## src/common/acs_pkg.sv

```systemverilog
// Constants for the converter conversion sequencer.
// Assumes a 32-bit AHB-Lite register bus and one 250 MHz core clock.
// Functional notes
// - Power-on reset does not touch the result pair; contents unknown.
// - Each ten-bit conversion takes twelve bit periods.
// - Clock select picks 2 to 64 core periods, or the RC clock.
// - Port reads return low on every pin set as analog.
// - A selected pin driven as output converts its own driven level.
// - Sequencing ignores channel and direction bits; they pick the level.
// - Clearing start mid-conversion aborts; result pair is left unchanged.
// - After an abort, wait two bit periods, then acquire again.
// - Compare-two trigger in mode 1011 starts a conversion, clears timer.
// - With the converter off, the trigger starts nothing but clears timer.
// - On completion: load result pair, clear start bit, set done flag.
// - Any reset turns the converter off and aborts a conversion.

package acs_pkg;

    // ========================================================
    // Register map
    localparam logic [7:0] REG_CTRL0 = 8'h00;
    localparam logic [7:0] REG_CTRL2 = 8'h04;
    localparam logic [7:0] REG_RES_HI = 8'h08;
    localparam logic [7:0] REG_RES_LO = 8'h0c;
    localparam logic [7:0] REG_IRQ = 8'h10;
    localparam logic [7:0] REG_CMP2 = 8'h14;
    localparam logic [7:0] REG_ANALOG = 8'h18;
    localparam logic [7:0] REG_PORT = 8'h1c;

    // ========================================================
    // Field positions
    localparam int CTRL0_ON_BIT = 0;
    localparam int CTRL0_GO_BIT = 1;
    localparam int CTRL0_CHS_LSB = 2;
    localparam int CTRL0_ACQ_BIT = 6;
    localparam int CTRL2_SEL_LSB = 0;
    localparam int CTRL2_FMT_BIT = 7;
    localparam int IRQ_FLAG_BIT = 0;
    localparam int IRQ_EN_BIT = 1;
    localparam int CMP2_MODE_LSB = 0;
    localparam int ANALOG_LSB = 0;

    // ========================================================
    // Widths and reset values
    localparam int RES_BITS = 10;
    localparam int PIN_COUNT = 16;
    localparam logic [3:0] CHS_RST = 4'h0;
    localparam logic [2:0] SEL_RST = 3'h0;
    localparam logic [3:0] CMP2_RST = 4'h0;
    localparam logic [15:0] ANALOG_RST = 16'h0000;
    localparam logic [9:0] SAR_RST = 10'h000;
    localparam logic [9:0] SAR_FIRST = 10'h200;

    // ========================================================
    // Timing and encodings
    localparam logic [3:0] CONV_TADS = 4'hc;
    localparam logic [3:0] RESOLVE_TADS = 4'ha;
    localparam logic [3:0] MSB_IDX = 4'h9;
    localparam logic [3:0] HOLD_TADS = 4'h2;
    localparam logic [3:0] TRIG_MODE = 4'hb;
    localparam logic [1:0] SEL_RC = 2'h3;
    localparam logic [6:0] DIV_BASE = 7'h02;

    typedef enum logic [2:0] {
        ST_IDLE = 3'b001,
        ST_CONV = 3'b010,
        ST_HOLD = 3'b100
    } acs_state_t;

endpackage : acs_pkg

```

## src/hw/acs_pin_sync.sv

```systemverilog
// Three-stage synchroniser for levels from outside the clock domain.
// Assumes hclk; output follows once stages two and three agree.
`timescale 1ns/1ns
`default_nettype none

module acs_pin_sync #(
    parameter int WIDTH = 1
) (
    input wire logic hclk,
    input wire logic hresetn,
    input wire logic [WIDTH-1:0] async_in,
    output logic [WIDTH-1:0] sync_out
);

    // ========================================================
    // Per-bit synchroniser
    genvar i;
    generate
        for (i = 0; i < WIDTH; i++) begin : g_bit
            logic s1_q;
            logic s2_q;
            logic s3_q;
            always_ff @(posedge hclk or negedge hresetn) begin
                if (!hresetn) begin
                    s1_q <= 1'b0;
                    s2_q <= 1'b0;
                    s3_q <= 1'b0;
                    sync_out[i] <= 1'b0;
                end else begin
                    s1_q <= async_in[i];
                    s2_q <= s1_q;
                    s3_q <= s2_q;
                    if (s2_q == s3_q) begin
                        sync_out[i] <= s3_q;
                    end
                end
            end
        end
    endgenerate

endmodule : acs_pin_sync

`default_nettype wire

```

## src/hw/acs_bit_clock.sv

```systemverilog
// Bit period tick generator for the conversion sequencer.
// Assumes hclk is the oscillator; RC level arrives already synchronised.
`timescale 1ns/1ns
`default_nettype none

module acs_bit_clock
    import acs_pkg::*;
(
    input wire logic hclk,
    input wire logic hresetn,
    input wire logic [2:0] clk_sel,
    input wire logic clear,
    input wire logic rc_level,
    output logic tad_tick
);

    logic [5:0] cnt_q;
    logic rc_prev_q;
    logic [2:0] div_idx;
    logic [5:0] div_last;
    logic use_rc;

    // ========================================================
    // Divider selection
    assign div_idx = {clk_sel[1:0], clk_sel[2]};
    assign div_last = 6'((DIV_BASE << div_idx) - 7'h01);
    assign use_rc = (clk_sel[1:0] == SEL_RC);

    always_ff @(posedge hclk or negedge hresetn) begin
        if (!hresetn) begin
            cnt_q <= 6'h00;
        end else if (clear || tad_tick) begin
            cnt_q <= 6'h00;
        end else if (!use_rc) begin
            cnt_q <= cnt_q + 6'h01;
        end
    end

    always_ff @(posedge hclk or negedge hresetn) begin
        if (!hresetn) begin
            rc_prev_q <= 1'b0;
        end else begin
            rc_prev_q <= rc_level;
        end
    end

    always_comb begin
        if (clear) begin
            tad_tick = 1'b0;
        end else if (use_rc) begin
            tad_tick = rc_level && !rc_prev_q;
        end else begin
            tad_tick = (cnt_q == div_last);
        end
    end

endmodule : acs_bit_clock

`default_nettype wire

```

## src/hw/acs_sequencer.sv

```systemverilog
// Converter conversion sequencer with AHB-Lite register slave.
// Assumes single-word AHB-Lite transfers, analog comparator outside.
`timescale 1ns/1ns
`default_nettype none

module acs_sequencer
    import acs_pkg::*;
(
    input wire logic hclk,
    input wire logic hresetn,
    input wire logic hsel,
    input wire logic [31:0] haddr,
    input wire logic [1:0] htrans,
    input wire logic hwrite,
    input wire logic [2:0] hsize,
    input wire logic [31:0] hwdata,
    input wire logic hready,
    output logic [31:0] hrdata,
    output logic hreadyout,
    output logic hresp,
    input wire logic analog_above,
    input wire logic [15:0] pin_level,
    input wire logic [15:0] pin_direction,
    input wire logic [15:0] pin_drive_level,
    input wire logic rc_osc,
    input wire logic special_event_trigger,
    output logic timer_clear,
    output logic [9:0] sar_trial,
    output logic converting,
    output logic acquiring,
    output logic converter_on,
    output logic [3:0] channel_select,
    output logic conversion_done_flag,
    output logic conversion_irq_enable
);

    // ========================================================
    // Declarations
    acs_state_t state_q;
    acs_state_t state_d;
    logic wr_pend_q;
    logic [7:0] wr_addr_q;
    logic [31:0] hrdata_q;
    logic [31:0] rd_data;
    logic on_q;
    logic go_q;
    logic go_d;
    logic [3:0] chs_q;
    logic fmt_q;
    logic [2:0] sel_q;
    logic flag_q;
    logic irq_en_q;
    logic [3:0] cmp2_q;
    logic [15:0] analog_q;
    logic [7:0] res_hi_q;
    logic [7:0] res_lo_q;
    logic [9:0] trial_q;
    logic [3:0] tad_cnt_q;
    logic timer_clear_q;
    logic [15:0] pin_sync;
    logic rc_sync;
    logic tad_tick;
    logic addr_ok;
    logic wr_ctrl0;
    logic wr_ctrl2;
    logic wr_hi;
    logic wr_lo;
    logic wr_irq;
    logic wr_cmp2;
    logic wr_analog;
    logic st_idle;
    logic st_conv;
    logic st_hold;
    logic start_evt;
    logic abort;
    logic done_evt;
    logic hold_end;
    logic resolve;
    logic keep;
    logic trig_start;
    logic [3:0] bit_idx;

    // ========================================================
    // Submodules
    acs_pin_sync #(.WIDTH(PIN_COUNT)) u_pin_sync (
        .hclk(hclk),
        .hresetn(hresetn),
        .async_in(pin_level),
        .sync_out(pin_sync)
    );

    acs_pin_sync #(.WIDTH(1)) u_rc_sync (
        .hclk(hclk),
        .hresetn(hresetn),
        .async_in(rc_osc),
        .sync_out(rc_sync)
    );

    acs_bit_clock u_bit_clock (
        .hclk(hclk),
        .hresetn(hresetn),
        .clk_sel(sel_q),
        .clear(start_evt || abort),
        .rc_level(rc_sync),
        .tad_tick(tad_tick)
    );

    // ========================================================
    // AHB-Lite slave
    assign addr_ok = hsel && htrans[1] && hready;
    assign hreadyout = 1'b1;
    assign hresp = 1'b0;
    assign hrdata = hrdata_q;

    always_ff @(posedge hclk or negedge hresetn) begin
        if (!hresetn) begin
            wr_pend_q <= 1'b0;
            wr_addr_q <= 8'h00;
        end else begin
            wr_pend_q <= addr_ok && hwrite;
            if (addr_ok) begin
                wr_addr_q <= haddr[7:0];
            end
        end
    end

    assign wr_ctrl0 = wr_pend_q && (wr_addr_q == REG_CTRL0);
    assign wr_ctrl2 = wr_pend_q && (wr_addr_q == REG_CTRL2);
    assign wr_hi = wr_pend_q && (wr_addr_q == REG_RES_HI);
    assign wr_lo = wr_pend_q && (wr_addr_q == REG_RES_LO);
    assign wr_irq = wr_pend_q && (wr_addr_q == REG_IRQ);
    assign wr_cmp2 = wr_pend_q && (wr_addr_q == REG_CMP2);
    assign wr_analog = wr_pend_q && (wr_addr_q == REG_ANALOG);

    always_comb begin
        rd_data = 32'h0000_0000;
        case (haddr[7:0])
            REG_CTRL0: begin
                rd_data[CTRL0_ON_BIT] = on_q;
                rd_data[CTRL0_GO_BIT] = go_q;
                rd_data[CTRL0_CHS_LSB +: 4] = chs_q;
                rd_data[CTRL0_ACQ_BIT] = acquiring;
            end
            REG_CTRL2: begin
                rd_data[CTRL2_SEL_LSB +: 3] = sel_q;
                rd_data[CTRL2_FMT_BIT] = fmt_q;
            end
            REG_RES_HI: rd_data[7:0] = res_hi_q;
            REG_RES_LO: rd_data[7:0] = res_lo_q;
            REG_IRQ: begin
                rd_data[IRQ_FLAG_BIT] = flag_q;
                rd_data[IRQ_EN_BIT] = irq_en_q;
            end
            REG_CMP2: rd_data[CMP2_MODE_LSB +: 4] = cmp2_q;
            REG_ANALOG: rd_data[ANALOG_LSB +: 16] = analog_q;
            REG_PORT: rd_data[15:0] = pin_sync & ~analog_q;
            default: rd_data = 32'h0000_0000;
        endcase
    end

    always_ff @(posedge hclk or negedge hresetn) begin
        if (!hresetn) begin
            hrdata_q <= 32'h0000_0000;
        end else if (addr_ok && !hwrite) begin
            hrdata_q <= rd_data;
        end
    end

    // ========================================================
    // Configuration registers
    always_ff @(posedge hclk or negedge hresetn) begin
        if (!hresetn) begin
            on_q <= 1'b0;
            chs_q <= CHS_RST;
            sel_q <= SEL_RST;
            fmt_q <= 1'b0;
            irq_en_q <= 1'b0;
            cmp2_q <= CMP2_RST;
            analog_q <= ANALOG_RST;
        end else begin
            if (wr_ctrl0) begin
                on_q <= hwdata[CTRL0_ON_BIT];
                chs_q <= hwdata[CTRL0_CHS_LSB +: 4];
            end
            if (wr_ctrl2) begin
                sel_q <= hwdata[CTRL2_SEL_LSB +: 3];
                fmt_q <= hwdata[CTRL2_FMT_BIT];
            end
            if (wr_irq) begin
                irq_en_q <= hwdata[IRQ_EN_BIT];
            end
            if (wr_cmp2) begin
                cmp2_q <= hwdata[CMP2_MODE_LSB +: 4];
            end
            if (wr_analog) begin
                analog_q <= hwdata[ANALOG_LSB +: 16];
            end
        end
    end

    // ========================================================
    // Start bit, trigger and done flag
    assign trig_start = special_event_trigger && on_q
        && (cmp2_q == TRIG_MODE);

    always_comb begin
        go_d = go_q;
        if (wr_ctrl0) begin
            go_d = hwdata[CTRL0_GO_BIT];
        end
        if (done_evt) begin
            go_d = 1'b0;
        end
        if (trig_start) begin
            go_d = 1'b1;
        end
    end

    always_ff @(posedge hclk or negedge hresetn) begin
        if (!hresetn) begin
            go_q <= 1'b0;
        end else begin
            go_q <= go_d;
        end
    end

    always_ff @(posedge hclk or negedge hresetn) begin
        if (!hresetn) begin
            flag_q <= 1'b0;
        end else if (done_evt) begin
            flag_q <= 1'b1;
        end else if (wr_irq) begin
            flag_q <= hwdata[IRQ_FLAG_BIT];
        end
    end

    always_ff @(posedge hclk or negedge hresetn) begin
        if (!hresetn) begin
            timer_clear_q <= 1'b0;
        end else begin
            timer_clear_q <= special_event_trigger;
        end
    end

    // ========================================================
    // Sequencer
    assign st_idle = (state_q == ST_IDLE);
    assign st_conv = (state_q == ST_CONV);
    assign st_hold = (state_q == ST_HOLD);
    assign start_evt = st_idle && go_q && on_q;
    assign abort = st_conv && (!go_q || !on_q);
    assign done_evt = st_conv && !abort && tad_tick
        && (tad_cnt_q == CONV_TADS - 4'h1);
    assign hold_end = st_hold && tad_tick
        && (tad_cnt_q == HOLD_TADS - 4'h1);
    assign resolve = st_conv && !abort && tad_tick
        && (tad_cnt_q < RESOLVE_TADS);
    assign bit_idx = MSB_IDX - tad_cnt_q;

    // Direction bits pick the level only, never the timing
    assign keep = pin_direction[chs_q] ? analog_above
        : pin_drive_level[chs_q];

    always_comb begin
        state_d = state_q;
        unique case (state_q)
            ST_IDLE: begin
                if (start_evt) begin
                    state_d = ST_CONV;
                end
            end
            ST_CONV: begin
                if (abort) begin
                    state_d = ST_HOLD;
                end else if (done_evt) begin
                    state_d = ST_IDLE;
                end
            end
            ST_HOLD: begin
                if (hold_end) begin
                    state_d = ST_IDLE;
                end
            end
            default: state_d = ST_IDLE;
        endcase
    end

    always_ff @(posedge hclk or negedge hresetn) begin
        if (!hresetn) begin
            state_q <= ST_IDLE;
        end else begin
            state_q <= state_d;
        end
    end

    always_ff @(posedge hclk or negedge hresetn) begin
        if (!hresetn) begin
            tad_cnt_q <= 4'h0;
        end else if (start_evt || abort) begin
            tad_cnt_q <= 4'h0;
        end else if (tad_tick && (st_conv || st_hold)) begin
            tad_cnt_q <= tad_cnt_q + 4'h1;
        end
    end

    always_ff @(posedge hclk or negedge hresetn) begin
        if (!hresetn) begin
            trial_q <= SAR_RST;
        end else if (start_evt) begin
            trial_q <= SAR_FIRST;
        end else if (resolve) begin
            for (int i = 0; i < RES_BITS; i++) begin
                if (i == int'(bit_idx)) begin
                    trial_q[i] <= keep;
                end else if (i + 1 == int'(bit_idx)) begin
                    trial_q[i] <= 1'b1;
                end
            end
        end
    end

    // Result pair has no reset; a finished conversion or a bus write loads it
    always_ff @(posedge hclk) begin
        if (done_evt) begin
            res_hi_q <= fmt_q ? {6'h00, trial_q[9:8]} : trial_q[9:2];
            res_lo_q <= fmt_q ? trial_q[7:0] : {trial_q[1:0], 6'h00};
        end else begin
            if (wr_hi) begin
                res_hi_q <= hwdata[7:0];
            end
            if (wr_lo) begin
                res_lo_q <= hwdata[7:0];
            end
        end
    end

    // ========================================================
    // Outputs
    assign timer_clear = timer_clear_q;
    assign sar_trial = trial_q;
    assign converting = st_conv;
    assign acquiring = st_idle && on_q;
    assign converter_on = on_q;
    assign channel_select = chs_q;
    assign conversion_done_flag = flag_q;
    assign conversion_irq_enable = irq_en_q;

    // ========================================================
    // Checks
    logic [3:0] conv_ticks_q;

    always_ff @(posedge hclk or negedge hresetn) begin
        if (!hresetn) begin
            conv_ticks_q <= 4'h0;
        end else if (!st_conv) begin
            conv_ticks_q <= 4'h0;
        end else if (tad_tick) begin
            conv_ticks_q <= conv_ticks_q + 4'h1;
        end
    end
endmodule : acs_sequencer

`default_nettype wire

```

## config.mk

```make
export PLATFORM = sky130hd
export DESIGN_NAME = acs_sequencer
export DESIGN_NICKNAME = d
export VERILOG_FILES = /design/src/common/acs_pkg.sv /design/src/hw/acs_pin_sync.sv /design/src/hw/acs_bit_clock.sv /design/src/hw/acs_sequencer.sv
export SDC_FILE = /design/constraint.sdc
export NUM_CORES = 1
export LEC_CHECK = 0
export ABC_AREA = 1
export BUFFER_PORTS_ARGS = -buffer_cell sky130_fd_sc_hd__buf_2
export CAP_MARGIN = 10
export CORE_MARGIN = 2
export CORE_UTILIZATION = 54
export CTS_BUF_LIST = sky130_fd_sc_hd__clkbuf_16
export DETAILED_ROUTE_END_ITERATION = 12
export PLACE_DENSITY_LB_ADDON = 0.05
export SYNTH_ARGS = -nofsm -noshare
export SYNTH_HDL_FRONTEND = slang
export SYNTH_SLANG_ARGS = --single-unit
export TNS_END_PERCENT = 100
```

## constraint.sdc

```tcl
create_clock -name hclk -period 2.87 [get_ports hclk]
set_input_delay 0.1435 -clock hclk [delete_from_list [all_inputs] [get_ports hclk]]
set_output_delay 0.1435 -clock hclk [all_outputs]
set_load 0.05 [all_outputs]
```

Word level (Yosys, flattened, before mapping)
Index checks and enable logic that the tools add are counted.
{"block": "totals", "regBits": 166, "out_inout_bits": 54}
{"block": "classes", "add_sub_neg": 4, "n_lt_le_gt_ge": 2, "n_eq_ne": 52, "shift": 1, "mux": 55, "bitwise_logic": 2, "reduce_logical": 64}
{"cell": "$eq A8 B5 Y1 const B", "n": 7}
{"cell": "$mux W8", "n": 6}
{"cell": "$reduce_bool A3 Y1", "n": 11}
{"cell": "$eq A8 B4 Y1 const B", "n": 4}
{"cell": "$mux W1", "n": 30}
{"cell": "$eq A4 B4 Y1 const A", "n": 7}
{"cell": "$logic_and A1 B1 Y1", "n": 25}
{"cell": "$mux W10", "n": 2}
{"cell": "$reduce_and A2 Y1", "n": 10}
{"cell": "$eq A1 B1 Y1", "n": 17}
{"cell": "$and A16 B16 Y16", "n": 1}
{"cell": "$eq A8 B3 Y1 const B", "n": 2}
{"cell": "$logic_not A8 Y1", "n": 2}
{"cell": "$not A16 Y16", "n": 1}
{"cell": "$pmux W2 S8", "n": 1}
{"cell": "$pmux W8 S2", "n": 1}
{"cell": "$pmux W3 S5", "n": 1}
{"cell": "$mux W3", "n": 4}
{"cell": "$mux W6", "n": 2}
{"cell": "$reduce_bool A2 Y1", "n": 5}
{"cell": "$pmux W3 S3", "n": 1}
{"cell": "$bmux W1 S4", "n": 2}
{"cell": "$eq A3 B4 Y1 const A", "n": 2}
{"cell": "$eq A4 B4 Y1 const B", "n": 2}
{"cell": "other kinds (25)", "n": 34}

Depth between registers and ports, before layout
Gate-level depths: netlist (run 1).
{"block": "depth", "ltp_word": 10, "ltp_mapped": 16, "depth_no_buf": 15}

By module
From an unflattened synthesis (run 1), not the netlist that was laid out.
{"block": "unflattened", "hier_cells": 912, "area_unflattened_um2": 7771.2}
{"module": "acs_sequencer", "instances": 1, "cells_per_inst": 704, "area_each_um2": 5301.3, "seq_area_each_um2": 2358.5}
{"module": "acs_pin_sync at u_pin_sync", "instances": 1, "cells_per_inst": 128, "area_each_um2": 1861.8, "seq_area_each_um2": 1601.5}
{"module": "acs_bit_clock", "instances": 1, "cells_per_inst": 72, "area_each_um2": 491.7, "seq_area_each_um2": 175.2}
{"module": "acs_pin_sync at u_rc_sync", "instances": 1, "cells_per_inst": 8, "area_each_um2": 116.4, "seq_area_each_um2": 100.1}

Least setup slack after synthesis (run 1)
No wires, ideal clock.
{"block": "synth_path", "kind": "flip-flop to flip-flop", "startpoint": "register on_q (netlist: converter_on)", "endpoint": "register res_lo_q[0] (enable)", "arrival_time_ps": 2277, "required_ps": 2562, "setup_slack_ps": 285, "stages_incl_launch_ff": 11, "n_path_buf": 1, "period_less_slack_ps": 2585, "cell_sequence": "dfrtp_1 > inv_1 > nor2_2 > nand2_2 > nand2_1 > inv_2 > nand3_2 > nor2_4 > inv_2 > buf_6 > o21ai_1"}
{"block": "synth_via", "elab_chain_len": 8, "word_cells_on_any_way": 11}
{"element": "from (decl)", "line": "acs_sequencer.sv:45", "text": "logic on_q;"}
{"element": "from (signal assigned)", "line": "acs_sequencer.sv:182", "text": "on_q <= hwdata[CTRL0_ON_BIT];"}
{"element": "$logic_not A1 Y1", "line": "acs_sequencer.sv:251", "text": "assign abort = st_conv && (!go_q || !on_q);"}
{"element": "$logic_or A1 B1 Y1", "line": "acs_sequencer.sv:251"}
{"element": "$logic_and A1 B1 Y1", "line": "acs_sequencer.sv:251"}
{"element": "$logic_or A1 B1 Y1 / $logic_not A1 Y1 (equally long branches)", "line": "acs_sequencer.sv:103, acs_sequencer.sv:252"}
{"element": "$mux W1 / $logic_and A1 B1 Y1 (equally long branches)", "line": "acs_bit_clock.sv:48, acs_sequencer.sv:252"}
{"element": "$logic_and A1 B1 Y1 (*)", "line": "acs_sequencer.sv:252", "text": "assign done_evt = st_conv && !abort && tad_tick"}
{"element": "$logic_and A1 B1 Y1 (*)", "line": "acs_sequencer.sv:253", "text": "&& (tad_cnt_q == CONV_TADS - 4'h1);"}
{"element": "$reduce_bool A2 Y1 (no line) (*)"}
{"element": "to (signal assigned)", "line": "acs_sequencer.sv:326", "text": "res_lo_q <= fmt_q ? trial_q[7:0] : {trial_q[1:0], 6'h00};"}
{"element": "to (signal assigned)", "line": "acs_sequencer.sv:332", "text": "res_lo_q <= hwdata[7:0];"}
{"element": "to (decl)", "line": "acs_sequencer.sv:56", "text": "logic [7:0] res_lo_q;"}
Every way passes the cells marked *; elsewhere a longest branch is shown, timed or not.
A chain may end at the register's enable or synchronous reset.

Final worst setup path (run 1)
{"block": "layout_path", "startpoint": "register sel_q[0]", "endpoint": "register res_lo_q[4] (enable)"}
{"block": "layout_via", "elab_chain_len": 8, "word_cells_on_any_way": 9}
{"element": "from (decl)", "line": "acs_sequencer.sv:50", "text": "logic [2:0] sel_q;"}
{"element": "from (signal assigned)", "line": "acs_sequencer.sv:186", "text": "sel_q <= hwdata[CTRL2_SEL_LSB +: 3];"}
{"element": "$shl A2 B3 Y6", "line": "acs_bit_clock.sv:26", "text": "assign div_last = 6'((DIV_BASE << div_idx) - 7'h01);"}
{"element": "$sub A6 B1 Y6", "line": "acs_bit_clock.sv:26"}
{"element": "$eq A6 B6 Y1", "line": "acs_bit_clock.sv:53", "text": "tad_tick = (cnt_q == div_last);"}
{"element": "$mux W1 (*)", "line": "acs_bit_clock.sv:50", "text": "end else if (use_rc) begin"}
{"element": "$mux W1 (*)", "line": "acs_bit_clock.sv:48", "text": "if (clear) begin"}
{"element": "$logic_and A1 B1 Y1 (*)", "line": "acs_sequencer.sv:252"}
{"element": "$logic_and A1 B1 Y1 (*)", "line": "acs_sequencer.sv:253"}
{"element": "$reduce_bool A2 Y1 (no line) (*)"}
Marked as above.

==> metrics.md, run 1 <==
| Metric | Value |
|---|---|
| Setup TNS | `0 ps` |
| Yosys reg bits | `166` |
| CTS tree | `done` |
| Row cnt | `42` |
| Vias in the first global route | `5839` |
| Critical Path End Type | `flip-flop` |
| Clock transition at path regs | `70 ps` |
| Hold crit path type | `in2reg` |
| Fin cells | `1176` |
| Initial antenna violation count | `0` |
| Clock sink total | `166` |
| Per-cell routed wire length | `14.9 um` |
| Slew Viols, Final | `0` |
| Distinct cells, synth | `44` |
| Syn Area/Cell | `8.99 um^2` |
| GRT Overall Usage | `24.8%` |
| Hold slack | `11.8 ps` |
| Die width | `122 um` |
| Design area | `0.00917 mm^2` |
| Latest clock arrival within the worst-skew pair | `430 ps` |
| DRT iter0 DRCs | `478` |
| H-tree depth | `4` |
| Share of power burned in the clock network | `32.2%` |
| Maximum vdd ir drop | `0.982 mV` |
| Placed Area | `0.00821 mm^2` |
| Clock tree buffer depth | `2` |
| DR vias/cell | `5.24` |
| Routed WL | `17500 um` |
| Critical path required time | `3010 ps` |
| Crit Path Class | `reg2reg` |
| Area growth from synthesis to layout | `22.7%` |
| Period utilization | `91.8%` |
| GPL Wtd Cong | `0.883` |
| ANT cells | `0` |
| Slew headroom | `55.7%` |
| RSZ-0062 raised after global routing | `false` |
| Core ar. | `0.0134 mm^2` |
| Buffers on Ports | `116` |
| Final WS setup | `235 ps` |
| Layout Skew | `10.3 ps` |
| Dpl ws | `143 ps` |
| Gate Count Post-Synth | `831` |
| Fin nets | `1120` |
| Startpoint types | `flip-flop` |
| Sequential group share of total power | `39.6%` |
| IO Count | `179` |
| Global route overflow | `0` |
| FMAX | `380 MHz` |
| Final antenna-violating net count | `0` |
| Sequential area share after synthesis | `56.7%` |
| PD cells | `808 mW/mm^2` |
| Minimum clock period | `2630 ps` |
| Status | `finished clean` |
| YS warnings | `0` |
| FF-to-FF setup slack | `240 ps` |
| Die Height | `122 um` |
| Root buffer cell | `clkbuf_16` |
| Critical Path Fanout Max | `10` |
| Hold Vio Cnt, Final | `0` |
| Initial Util | `55.8%` |
| Largest net degree at the start of global routing | `72` |
| Int Power | `4.53 mW` |
| Final setup vio count | `0` |
| Via count | `6164` |
| Sw frac | `38.9%` |
| Pre-antenna DRT Iters | `5` |
| Placed cell count | `1113` |
| Switching Power | `2.88 mW` |
| Worst slew pin tran | `664 ps` |
| First-pass GRT wire length | `28300 um` |
| TritonCTS Buffers | `17` |
| Combinational cell fraction of total power | `28.2%` |
| Die area | `0.0148 mm^2` |
| CP arrival | `2770 ps` |
| Leak | `4.59 nW` |
| Share of layout cells above drive strength 1 | `19.5%` |
| Final HPWL DP | `12500 um` |
| DRC viols | `0` |
| Maxcap violations | `0` |
| Synthesized cell area | `0.00747 mm^2` |
-- per-layer routing --
layer | track usage [%] | wire length, um | up-vias
li1 | - | - | 2987
met3 | 4.92 | 1170 | 26
met4 | 8.26 | 321 | 0
met5 | 0 | 0 | -
met2 | 39.0 | 8080 | 242
met1 | 35.1 | 7940 | 2909
-- cell type report --
type / count / area [um^2]
flip-flops and latches: 166 / 4240
clock inverters: 15 / 218
fillers: 1061 / 4230
well taps: 176 / 220
repair buffers: 157 / 982
inverters: 96 / 360
multi-input cells: 549 / 2730
clock buffers: 17 / 425
-- layout by cell type (no fill, tap or decap), types with 3 or more instances in the layout --
cell type,instances
ha_1,8
dlygate4sd3_1,30
xor2_1,5
inv_1,90
nor2_1,66
conb_1,18
o22ai_1,4
nand2_2,9
nor4_1,3
mux2_2,3
o21ai_2,3
xnor2_1,3
inv_2,5
or2_2,6
nand4_1,11
nand3_1,74
o21ai_0,52
buf_4,10
clkinv_8,6
edfxtp_1,16
nor3_2,3
o211ai_1,4
clkbuf_16,17
a21oi_1,19
maj3_1,17
nand2_1,207
nor3_1,5
inv_8,5
dfrtp_1,149
buf_2,115
nor2_2,3
a31oi_1,10
o2111ai_1,3
-- critical path, stage by stage, from the launching register on --
cell and delay (ps):
dfrtp_1 450, nor2_4 160, nand2_1 90, ha_1 310, nand2_1 60, inv_1 40, nor2_1 100, nand3_1 80
nor2_1 120, nand3_1 170, nand2_2 150, nand3_2 90, nor2_4 110, inv_2 120, o21ai_1 110, buf_4 200
-- final timing paths --
| kind | cells after the start | to | start |
|---|---|---|---|
| max | 15 | res_lo_q[4] | sel_q[0] |
| min | 2 | wr_addr_q[4] | haddr[4] |
| max reg2reg | 15 | res_lo_q[4] | sel_q[0] |
| min reg2reg | 0 | u_pin_sync.g_bit[4].s2_q | u_pin_sync.g_bit[4].s1_q |
| max in group asynchronous | 3 | u_pin_sync.g_bit[12].s1_q | hresetn |
| min in group asynchronous | 2 | u_bit_clock.cnt_q[4] | hresetn |
-- cells by family (layout without fill, tap and decap cells) --
| family | Yosys count | in the layout | synth area share, % |
|---|---|---|---|
| multiplexers | 3 | 3 | 0.452 |
| AND/OR/NAND/NOR | 394 | 394 | 22.7 |
| buffers and inverters | 132 | 285 | 7.83 |
| other | 2 | 18 | 0.100 |
| flip-flops | 166 | 166 | 56.7 |
| AO/OA/AOI/OAI | 101 | 101 | 7.68 |
| XOR/XNOR | 8 | 8 | 0.937 |
| adder cells (fa/ha/maj) | 25 | 25 | 3.62 |
-- cell usage after synthesis, drive strengths merged --
cell type	instances	area (um^2)
o22a	1	8.76
conb	2	7.51
edfxtp	16	480
xnor2	3	26.3
or2	6	37.5
a221oi	1	8.76
nand3	75	380
buf	24	180
clkbuf	12	45.0
nand3b	1	7.51
o21ai	56	292
nor4	3	18.8
nand2	216	831
nand4	11	68.8
o32ai	1	8.76
dfrtp	149	3730
o22ai	4	25.0
o211ai	4	30.0
and3	1	6.26
nor3b	1	7.51
a22o	2	17.5
nor4b	1	8.76
nor2	71	282
o2111ai	3	26.3
mux2	3	33.8
xor2	5	43.8
dfstp	1	26.3
maj3	17	170
clkinv	1	3.75
a21oi	19	95.1
ha	8	100
nor3	8	50.1
a31oi	10	62.6
inv	95	357
-- state kept, by name, indices dropped and copies added (netlist names), 3 cells and up --
name / flops
analog_q: 16
channel_select: 4
cmp2_q: 4
hrdata: 16
res_hi_q: 8
res_lo_q: 8
sar_trial: 10
sel_q: 3
state_q: 3
tad_cnt_q: 4
u_bit_clock.cnt_q: 6
u_pin_sync.g_bit.s1_q: 16
u_pin_sync.g_bit.s2_q: 16
u_pin_sync.g_bit.s3_q: 16
u_pin_sync.sync_out: 16
wr_addr_q: 8
-- power groups by stage --
stage          Sequential, mW  Clock [mW]  Combinational, mW
5_1_grt                  2.97        2.53               2.33
6_report                 2.93        2.39               2.09
3_5_place_dp             2.97           0               2.05
4_1_cts                  2.93        2.43               2.09
3_3_place_gp             2.96           0               2.01
2_1_floorplan            3.30           0               1.16
-- per-stage QoR --
step	utilization, %	power (mW)
after floorplan	-	4.47
after global placement	61.3	4.96
after detailed placement	61.3	5.02
after CTS	68.3	7.45
after global routing	68.4	7.83
final	68.4	7.41
-- repair_timing --
| item | 4_1_cts | 5_1_grt |
|---|---|---|
| endpoints found under the setup margin | 0 | 17 |
| setup buffers | 0 | 1 |
| hold endpoints to repair | 97 | 0 |
| gates resized for setup | 0 | 2 |
| hold buffers | 30 | 0 |
(Power assumes the default switching activity.)
==> run 2: changes to the inputs <==
HOLD_SLACK_MARGIN = 0.08   (was default)
SYNTH_HIERARCHICAL = 1   (was default)
==> run 2 against run 1 <==
Sequential share of layout area down 1.4 points. Area after synthesis up 4.0%. Register-to-register slack better by 190 ps. Combinational power fell by 11%. Final cell count grew 8.0%. Clock-buffer cell count stayed put. Critical path type unchanged. Critical endpoint is now res_hi_q[0]. Largest cell class unchanged. Largest power group unchanged. Highest routed layer unchanged.
==> metrics.md, run 2 <==
| Metric | Value |
|---|---|
| Gate Count Post-Synth | `912 (+9.7%)` |
| H-tree depth | `4 (unchanged)` |
| Root buffer cell | `clkbuf_16` |
| RSZ-0062 raised after global routing | `false` |
| Hold Vio Cnt, Final | `0 (unchanged)` |
| Hold crit path type | `in2reg` |
| CTS tree | `done` |
| Die Height | `124 um (+1.9%)` |
| Total power | `7.01 mW (-5.4%)` |
| Worst slew pin tran | `735 ps (+71.0 ps)` |
| Most common cell after layout, fill and taps aside | `nand2_1` |
| Crit Path Class | `reg2reg` |
| ANT cells | `0 (unchanged)` |
| Area growth from synthesis to layout | `21.8%` |
| DRC viols | `0 (unchanged)` |
| DR vias/cell | `4.99 (-4.7%)` |
| Routed WL | `17300 um (-1.5%)` |
| CTS resizes | `0 (unchanged)` |
| DRT iter0 DRCs | `460 (-3.8%)` |
| Sequential group share of total power | `41.3% (+1.7 points)` |
| Buffers on Ports | `116 (unchanged)` |
| FF-to-FF setup slack | `420 ps (+190 ps)` |
| Latest clock arrival within the worst-skew pair | `430 ps (about the same)` |
| Critical path required time | `2950 ps (-60 ps)` |
| Final antenna-violating net count | `0 (unchanged)` |
| Share of power burned in the clock network | `32.0% (-0.2 points)` |
| Initial antenna violation count | `0 (unchanged)` |
| Initial Util | `55.6% (-0.23 points)` |
| Via count | `6341 (+2.9%)` |
| First-pass GRT wire length | `28300 um (+0.17%)` |
| GPL Wtd Cong | `0.854 (-3.3%)` |
| Slew headroom | `50.8% (-4.9 points)` |
| Vias in the first global route | `5949 (+1.9%)` |
| Commonest cells after routing, fill and taps aside | `nand2_1, dfrtp_1, inv_1` |
| Hold_sp | `haddr[3]` |
| Die area | `0.0154 mm^2 (+3.8%)` |
| Clock transition at path regs | `70 ps (about the same)` |
| Die width | `124 um (+1.9%)` |
| Yosys reg bits | `166 (unchanged)` |
| Worst reg-to-reg path cell count | `9 (-6)` |
| Largest net degree at the start of global routing | `78 (+8.3%)` |
| Period utilization | `85.2% (-6.6 points)` |
| CP arrival | `2530 ps (-240 ps)` |
| Status | `finished clean` |
| Combinational cell fraction of total power | `26.7% (-1.5 points)` |
| CP max-delay cell | `dfrtp_1` |
| Buf+Inv Stages, Crit Path | `0 (-3)` |
| Slew Viols, Final | `0 (unchanged)` |
| Number of synthesized flops with an enable pin | `16 (unchanged)` |
| Int Power | `4.41 mW (-2.6%)` |
| Final HPWL DP | `12300 um (-2.0%)` |
| Core ar. | `0.0140 mm^2 (+4.4%)` |
| Synth area leader | `dfrtp_1` |
| Row cnt | `43 (+2.4%)` |
| Maxcap violations | `0 (unchanged)` |
| Delay-heaviest family, CP | `simple AND/OR/NAND/NOR gates` |
| Distinct cells, synth | `46 (+4.5%)` |
| Maximum vdd ir drop | `0.594 mV (-39%)` |
| Hold Path Sink | `wr_addr_q[3]` |
| Synthesized cell area | `0.00777 mm^2 (+4.0%)` |
| Most frequent cells after synthesis | `nand2_1, dfrtp_1, inv_1` |
| Global route overflow | `0 (unchanged)` |
| Stages on worst setup path | `9 (-6)` |
| Share of the synthesized area in the top cell type | `48.0% (-1.9 points)` |
| Setup TNS | `0 ps (unchanged)` |
| IO Count | `179 (unchanged)` |
| Startpoint types | `flip-flop` |
| Minimum clock period | `2450 ps (-189 ps)` |
| Area contributors post-synth | `dfrtp_1, nand2_1, edfxtp_1` |
| Leak | `4.89 nW (+6.5%)` |
| Critical Path End Type | `flip-flop` |
| Pre-antenna DRT Iters | `5 (unchanged)` |
| Sw frac | `37.1% (-1.8 points)` |
| GRT Overall Usage | `24.1% (-0.74 points)` |
| Layout Skew | `8.58 ps (-1.68 ps)` |
| Worst r2r src | `sel_q[1]` |
| Share of layout cells above drive strength 1 | `17.2% (-2.3 points)` |
| Slowest stage delay, CP | `500 ps (+50 ps)` |
| Count leader, synth | `nand2_1` |
| Async set-reset flop share out of synthesis | `90.4% (unchanged)` |
| FMAX | `409 MHz (+7.7%)` |
| Clock tree buffer depth | `2 (unchanged)` |
| TritonCTS Buffers | `17 (unchanged)` |
| Critical Path Fanout Max | `15 (+5)` |
| Switching Power | `2.60 mW (-9.8%)` |
| YS warnings | `6 (+6)` |
| FF-to-FF End | `res_hi_q[0]` |
| Syn Area/Cell | `8.52 um^2 (-5.3%)` |
| Sequential area share after synthesis | `54.5% (-2.2 points)` |
| Clock sink total | `166 (unchanged)` |
| Per-cell routed wire length | `13.6 um (-8.8%)` |
| Fillers | `1165 (+9.8%)` |
| Fin nets | `1209 (+7.9%)` |
| PD cells | `741 mW/mm^2 (-8.3%)` |
| Ys flop type | `dfrtp_1` |
| CP most frequent cell | `nand2_1` |
| Final setup vio count | `0 (unchanged)` |
| Worst hold path depth | `3 (+1)` |
| Cells along the critical path | `nor2_1 > nand2_1 > nand2_1 > nand2_1 > nor2_1 > nand2_2 > a21oi_2 > nand3_2 > nand2_1` |
run 2: cell count changes in the layout (fill, tap and decap cells not counted), sizes merged, moves of 7 or more:
| cell | previous run | this run |
|---|---|---|
| o31ai | 0 | 10 |
| nand3 | 75 | 91 |
| dlygate4sd3 | 30 | 43 |
| o21ai | 56 | 63 |
| nand2 | 216 | 234 |
| nor2 | 71 | 90 |
| a21oi | 19 | 31 |
| maj3 | 17 | 0 |
| inv | 103 | 137 |
| nand4 | 11 | 4 |
run 2: area by class of cell:
type / instances / area (um^2) / area share [%]
Clock inverter: 15 / 163 / 1.72
Clock buffer: 17 / 425 / 4.49
Sequential cell: 166 / 4240 / 44.7
Multi-Input combinational cell: 594 / 2830 / 29.9
Inverter: 130 / 492 / 5.19
Timing Repair Buffer: 168 / 1100 / 11.6
Tap cell: 180 / 225 / 2.38
run 2: tightest hold or removal path: stages:
cell,delay [ps]
buf_2,100
inv_1,100
o21ai_0,180
run 2: cells by family after synthesis:
kind of cell | share of synthesized area [%]
compound gates | 8.42
xor+xnor | 0.676
fa+ha+maj | 1.13
buf+inv | 9.89
flops | 54.5
mux | 0.290
other cells | 0.0966
simple gates | 25.0
run 2: per-stage QoR:
stage	hold slack (ps)	instances	worst slack, ps	instance area, um^2	util, %
after floorplan	-152	928	163	7830	-
after global placement	217	1195	493	8450	60.4
after detailed placement	208	1195	456	8450	60.4
after CTS	125	1270	434	9470	67.7
after global routing	153	1270	181	9470	67.7
final	134	1270	425	9470	67.7
run 2: power by group through the flow:
stage | Sequential [mW] | Combinational [mW] | Clock, mW
after floorplan | 3.24 | 1.05 | 0
after global placement | 2.93 | 1.80 | 0
after detailed placement | 2.94 | 1.82 | 0
after CTS | 2.90 | 1.88 | 2.29
after global routing | 2.94 | 2.09 | 2.42
final | 2.89 | 1.87 | 2.25
run 2: how the worst max path moves through the flow:
| stage | start | to | slack, ps |
|---|---|---|---|
| floorplan | converter_on | hrdata[6] | 160 |
| global placement | sel_q[1] | res_hi_q[7] | 490 |
| detailed placement | sel_q[1] | res_lo_q[6] | 460 |
| CTS | sel_q[1] | res_lo_q[6] | 430 |
| global route | sel_q[1] | res_lo_q[6] | 180 |
| finish | sel_q[1] | res_hi_q[0] | 420 |
run 2: routing by layer:
metal  share of wire [%]  routed length (um)  track usage [%]
met5                   0                   0                0
met4                 1.4                 233             7.09
met3                 5.2                 896             4.12
met2                  47                8110             38.3
met1                  46                8010             34.3
run 2: timing repair:
| item | CTS | global route |
|---|---|---|
| buffers inserted | 0 | 0 |
| setup endpoints to repair | 0 | 0 |
| endpoints found under the hold margin | 129 | 0 |
| hold buffers | 43 | 0 |
==> run 3: changes to the inputs <==
--- a/config.mk
+++ b/config.mk
@@ -12,4 +12,5 @@
 export CORE_UTILIZATION = 54
 export CTS_BUF_LIST = sky130_fd_sc_hd__clkbuf_16
+export CTS_CLUSTER_SIZE = 10
 export DETAILED_ROUTE_END_ITERATION = 12
 export HOLD_SLACK_MARGIN = 0.08
==> constraint.sdc (replaced) <==
create_clock -name hclk -period 2.87 [get_ports hclk]
set_input_delay 0.4305 -clock hclk [delete_from_list [all_inputs] [get_ports hclk]]
set_output_delay 0.4305 -clock hclk [all_outputs]
set_load 0.05 [all_outputs]
==> run 3 against run 2 <==
Via count decreased by 1.4%. Die area unchanged. Final cell count decreased by 3.1%. Critical endpoint unchanged. Sequential power about the same. Critical path depth unchanged. Non-clock buffer count decreased by 40. Sequential share of layout area increased by 1.6 points.
==> metrics.md, run 3 (synthesis gave the netlist of run 2 again) <==
| Metric | Value |
|---|---|
| Status | `finished clean` |
| Die width | `124 um (unchanged)` |
| Hold Vio Cnt, Final | `0 (unchanged)` |
| Leak | `4.77 nW (-2.4%)` |
| GPL Wtd Cong | `0.870 (+1.9%)` |
| Largest net degree at the start of global routing | `64 (-18%)` |
| Row cnt | `43 (unchanged)` |
| Root buffer cell | `clkbuf_16` |
| GRT Overall Usage | `23.6% (-0.46 points)` |
| Clock sink total | `166 (unchanged)` |
| Slowest stage delay, CP | `500 ps (about the same)` |
| Startpoint types | `flip-flop` |
| FMAX | `409 MHz (about the same)` |
| Initial Util | `55.6% (unchanged)` |
| Setup bufs post-CTS | `0 (unchanged)` |
| Clock tree buffer depth | `2 (unchanged)` |
| Worst hold path depth | `1 (-2)` |
| Pre-antenna DRT Iters | `5 (unchanged)` |
| Worst reg-to-reg path cell count | `9 (unchanged)` |
| DRC viols | `0 (unchanged)` |
| Die Height | `124 um (unchanged)` |
| CTS resizes | `0 (unchanged)` |
| Layout Skew | `7.96 ps (-0.628 ps)` |
| Critical path required time | `2960 ps (about the same)` |
| Multi-input gate area | `0.00283 mm^2 (unchanged)` |
| RSZ-0062 raised after global routing | `false` |
| Final setup vio count | `0 (unchanged)` |
| Most common cell after layout, fill and taps aside | `nand2_1` |
| CTS tree | `done` |
| H-tree depth | `4 (unchanged)` |
| Latest clock arrival within the worst-skew pair | `420 ps (about the same)` |
| First-pass GRT wire length | `27800 um (-2.0%)` |
| Routed WL | `17200 um (-0.46%)` |
| Die area | `0.0154 mm^2 (unchanged)` |
| PD cells | `795 mW/mm^2 (+7.3%)` |
| Commonest cells after routing, fill and taps aside | `nand2_1, dfrtp_1, inv_1` |
| Cells along the critical path | `nor2_1 > nand2_1 > nand2_1 > nand2_1 > nor2_1 > nand2_2 > a21oi_2 > nand3_2 > nand2_1` |
| Setup TNS | `0 ps (unchanged)` |
| Core ar. | `0.0140 mm^2 (unchanged)` |
| ANT cells | `0 (unchanged)` |
| Area growth from synthesis to layout | `17.6%` |
| IO Count | `179 (unchanged)` |
| Final antenna-violating net count | `0 (unchanged)` |
| Period utilization | `85.2% (about the same)` |
| Clock transition at path regs | `70 ps (about the same)` |
| # hold bufs at CTS | `1 (-98%)` |
| Design area | `0.00914 mm^2 (-3.5%)` |
| Register area | `0.00424 mm^2 (unchanged)` |
| Initial antenna violation count | `0 (unchanged)` |
| TritonCTS Buffers | `17 (unchanged)` |
| Placed Area | `0.00846 mm^2 (+0.18%)` |
| Hold slack | `109 ps (-25.3 ps)` |
| Critical Path End Type | `flip-flop` |
| Maximum vdd ir drop | `0.750 mV (+26%)` |
| Minimum clock period | `2440 ps (-1.16 ps)` |
| Maxcap violations | `0 (unchanged)` |
| Global route overflow | `0 (unchanged)` |
| Hold crit path type | `in2reg` |
| CP arrival | `2530 ps (about the same)` |
| Slew Viols, Final | `0 (unchanged)` |
| CP max-delay cell | `dfrtp_1` |
| Critical Path Fanout Max | `15 (unchanged)` |
| Final HPWL DP | `12100 um (-1.2%)` |
| DRT iter0 DRCs | `500 (+8.7%)` |
| Fillers | `1209 (+3.8%)` |
| Worst slew pin tran | `734 ps (-1.04 ps)` |
| Share of layout cells above drive strength 1 | `18.0% (+0.75 points)` |
| Slew headroom | `50.9% (+0.070 points)` |
| Per-cell routed wire length | `14.0 um (+2.8%)` |
| Via count | `6253 (-1.4%)` |
| Total power | `7.26 mW (+3.6%)` |
| DR vias/cell | `5.08 (+1.8%)` |
| Buffers on Ports | `116 (unchanged)` |
| Fin nets | `1169 (-3.3%)` |
| Crit Path Class | `reg2reg` |
| Vias in the first global route | `5776 (-2.9%)` |
| CP most frequent cell | `nand2_1` |
## run 3: cell types whose count changed in the layout (fill, tap and decap cells not counted), sizes merged
cell	change
dlygate4sd3	-42
bufinv	+3
clkinvlp	-3
buf	+2
clkbuf	+1
inv	-1
## run 3: critical path: cells and delay by family (launching register included)
kind             cells  cell delay, ps
AND/OR/NAND/NOR      8            1360
AO/OA/AOI/OAI        1             250
flip-flops           1             500
## run 3: report_power, final
part	internal (mW)	total (mW)	switching [mW]
Combinational	0.510	1.85	1.34
Clock	1.54	2.52	0.985
Sequential	2.64	2.89	0.257
## run 3: final cells by class
cell class,count,area share (%)
clock buffer,18,4.93
clock inverter,14,2.34
inverter,130,5.38
multi-input combinational,594,31.0
sequential,166,46.4
tap,180,2.47
timing repair buffer,128,7.57
## run 3: per-layer routing
metal | up-vias | track usage, % | share of wire [%]
li1 | 3138 | - | -
met1 | 2925 | 32.9 | 45
met2 | 174 | 37.6 | 48
met3 | 16 | 5.45 | 5.9
met4 | 0 | 6.39 | 1.1
met5 | - | 0 | 0
## run 3: metrics by stage
step / util [%] / cells / setup slack [ps]
5_1_grt: 65.3 / 1230 / 211
6_report: 65.3 / 1230 / 426
3_3_place_gp: 60.5 / 1197 / 445
4_1_cts: 65.3 / 1230 / 423
2_1_floorplan: - / 928 / 110
3_5_place_dp: 60.5 / 1197 / 441
## run 3: worst paths after layout
kind,startpoint,end,slack (ps)
worst min register to register,u_pin_sync/g_bit[12].s1_q,u_pin_sync/g_bit[12].s2_q,350
max in group asynchronous,hresetn,state_q[0],1490
worst max register to register,sel_q[1],res_hi_q[0],430
worst min-delay path,pin_level[5],u_pin_sync/g_bit[5].s1_q,110
min in group asynchronous,hresetn,wr_addr_q[6],540
worst max-delay path,sel_q[1],res_hi_q[0],430
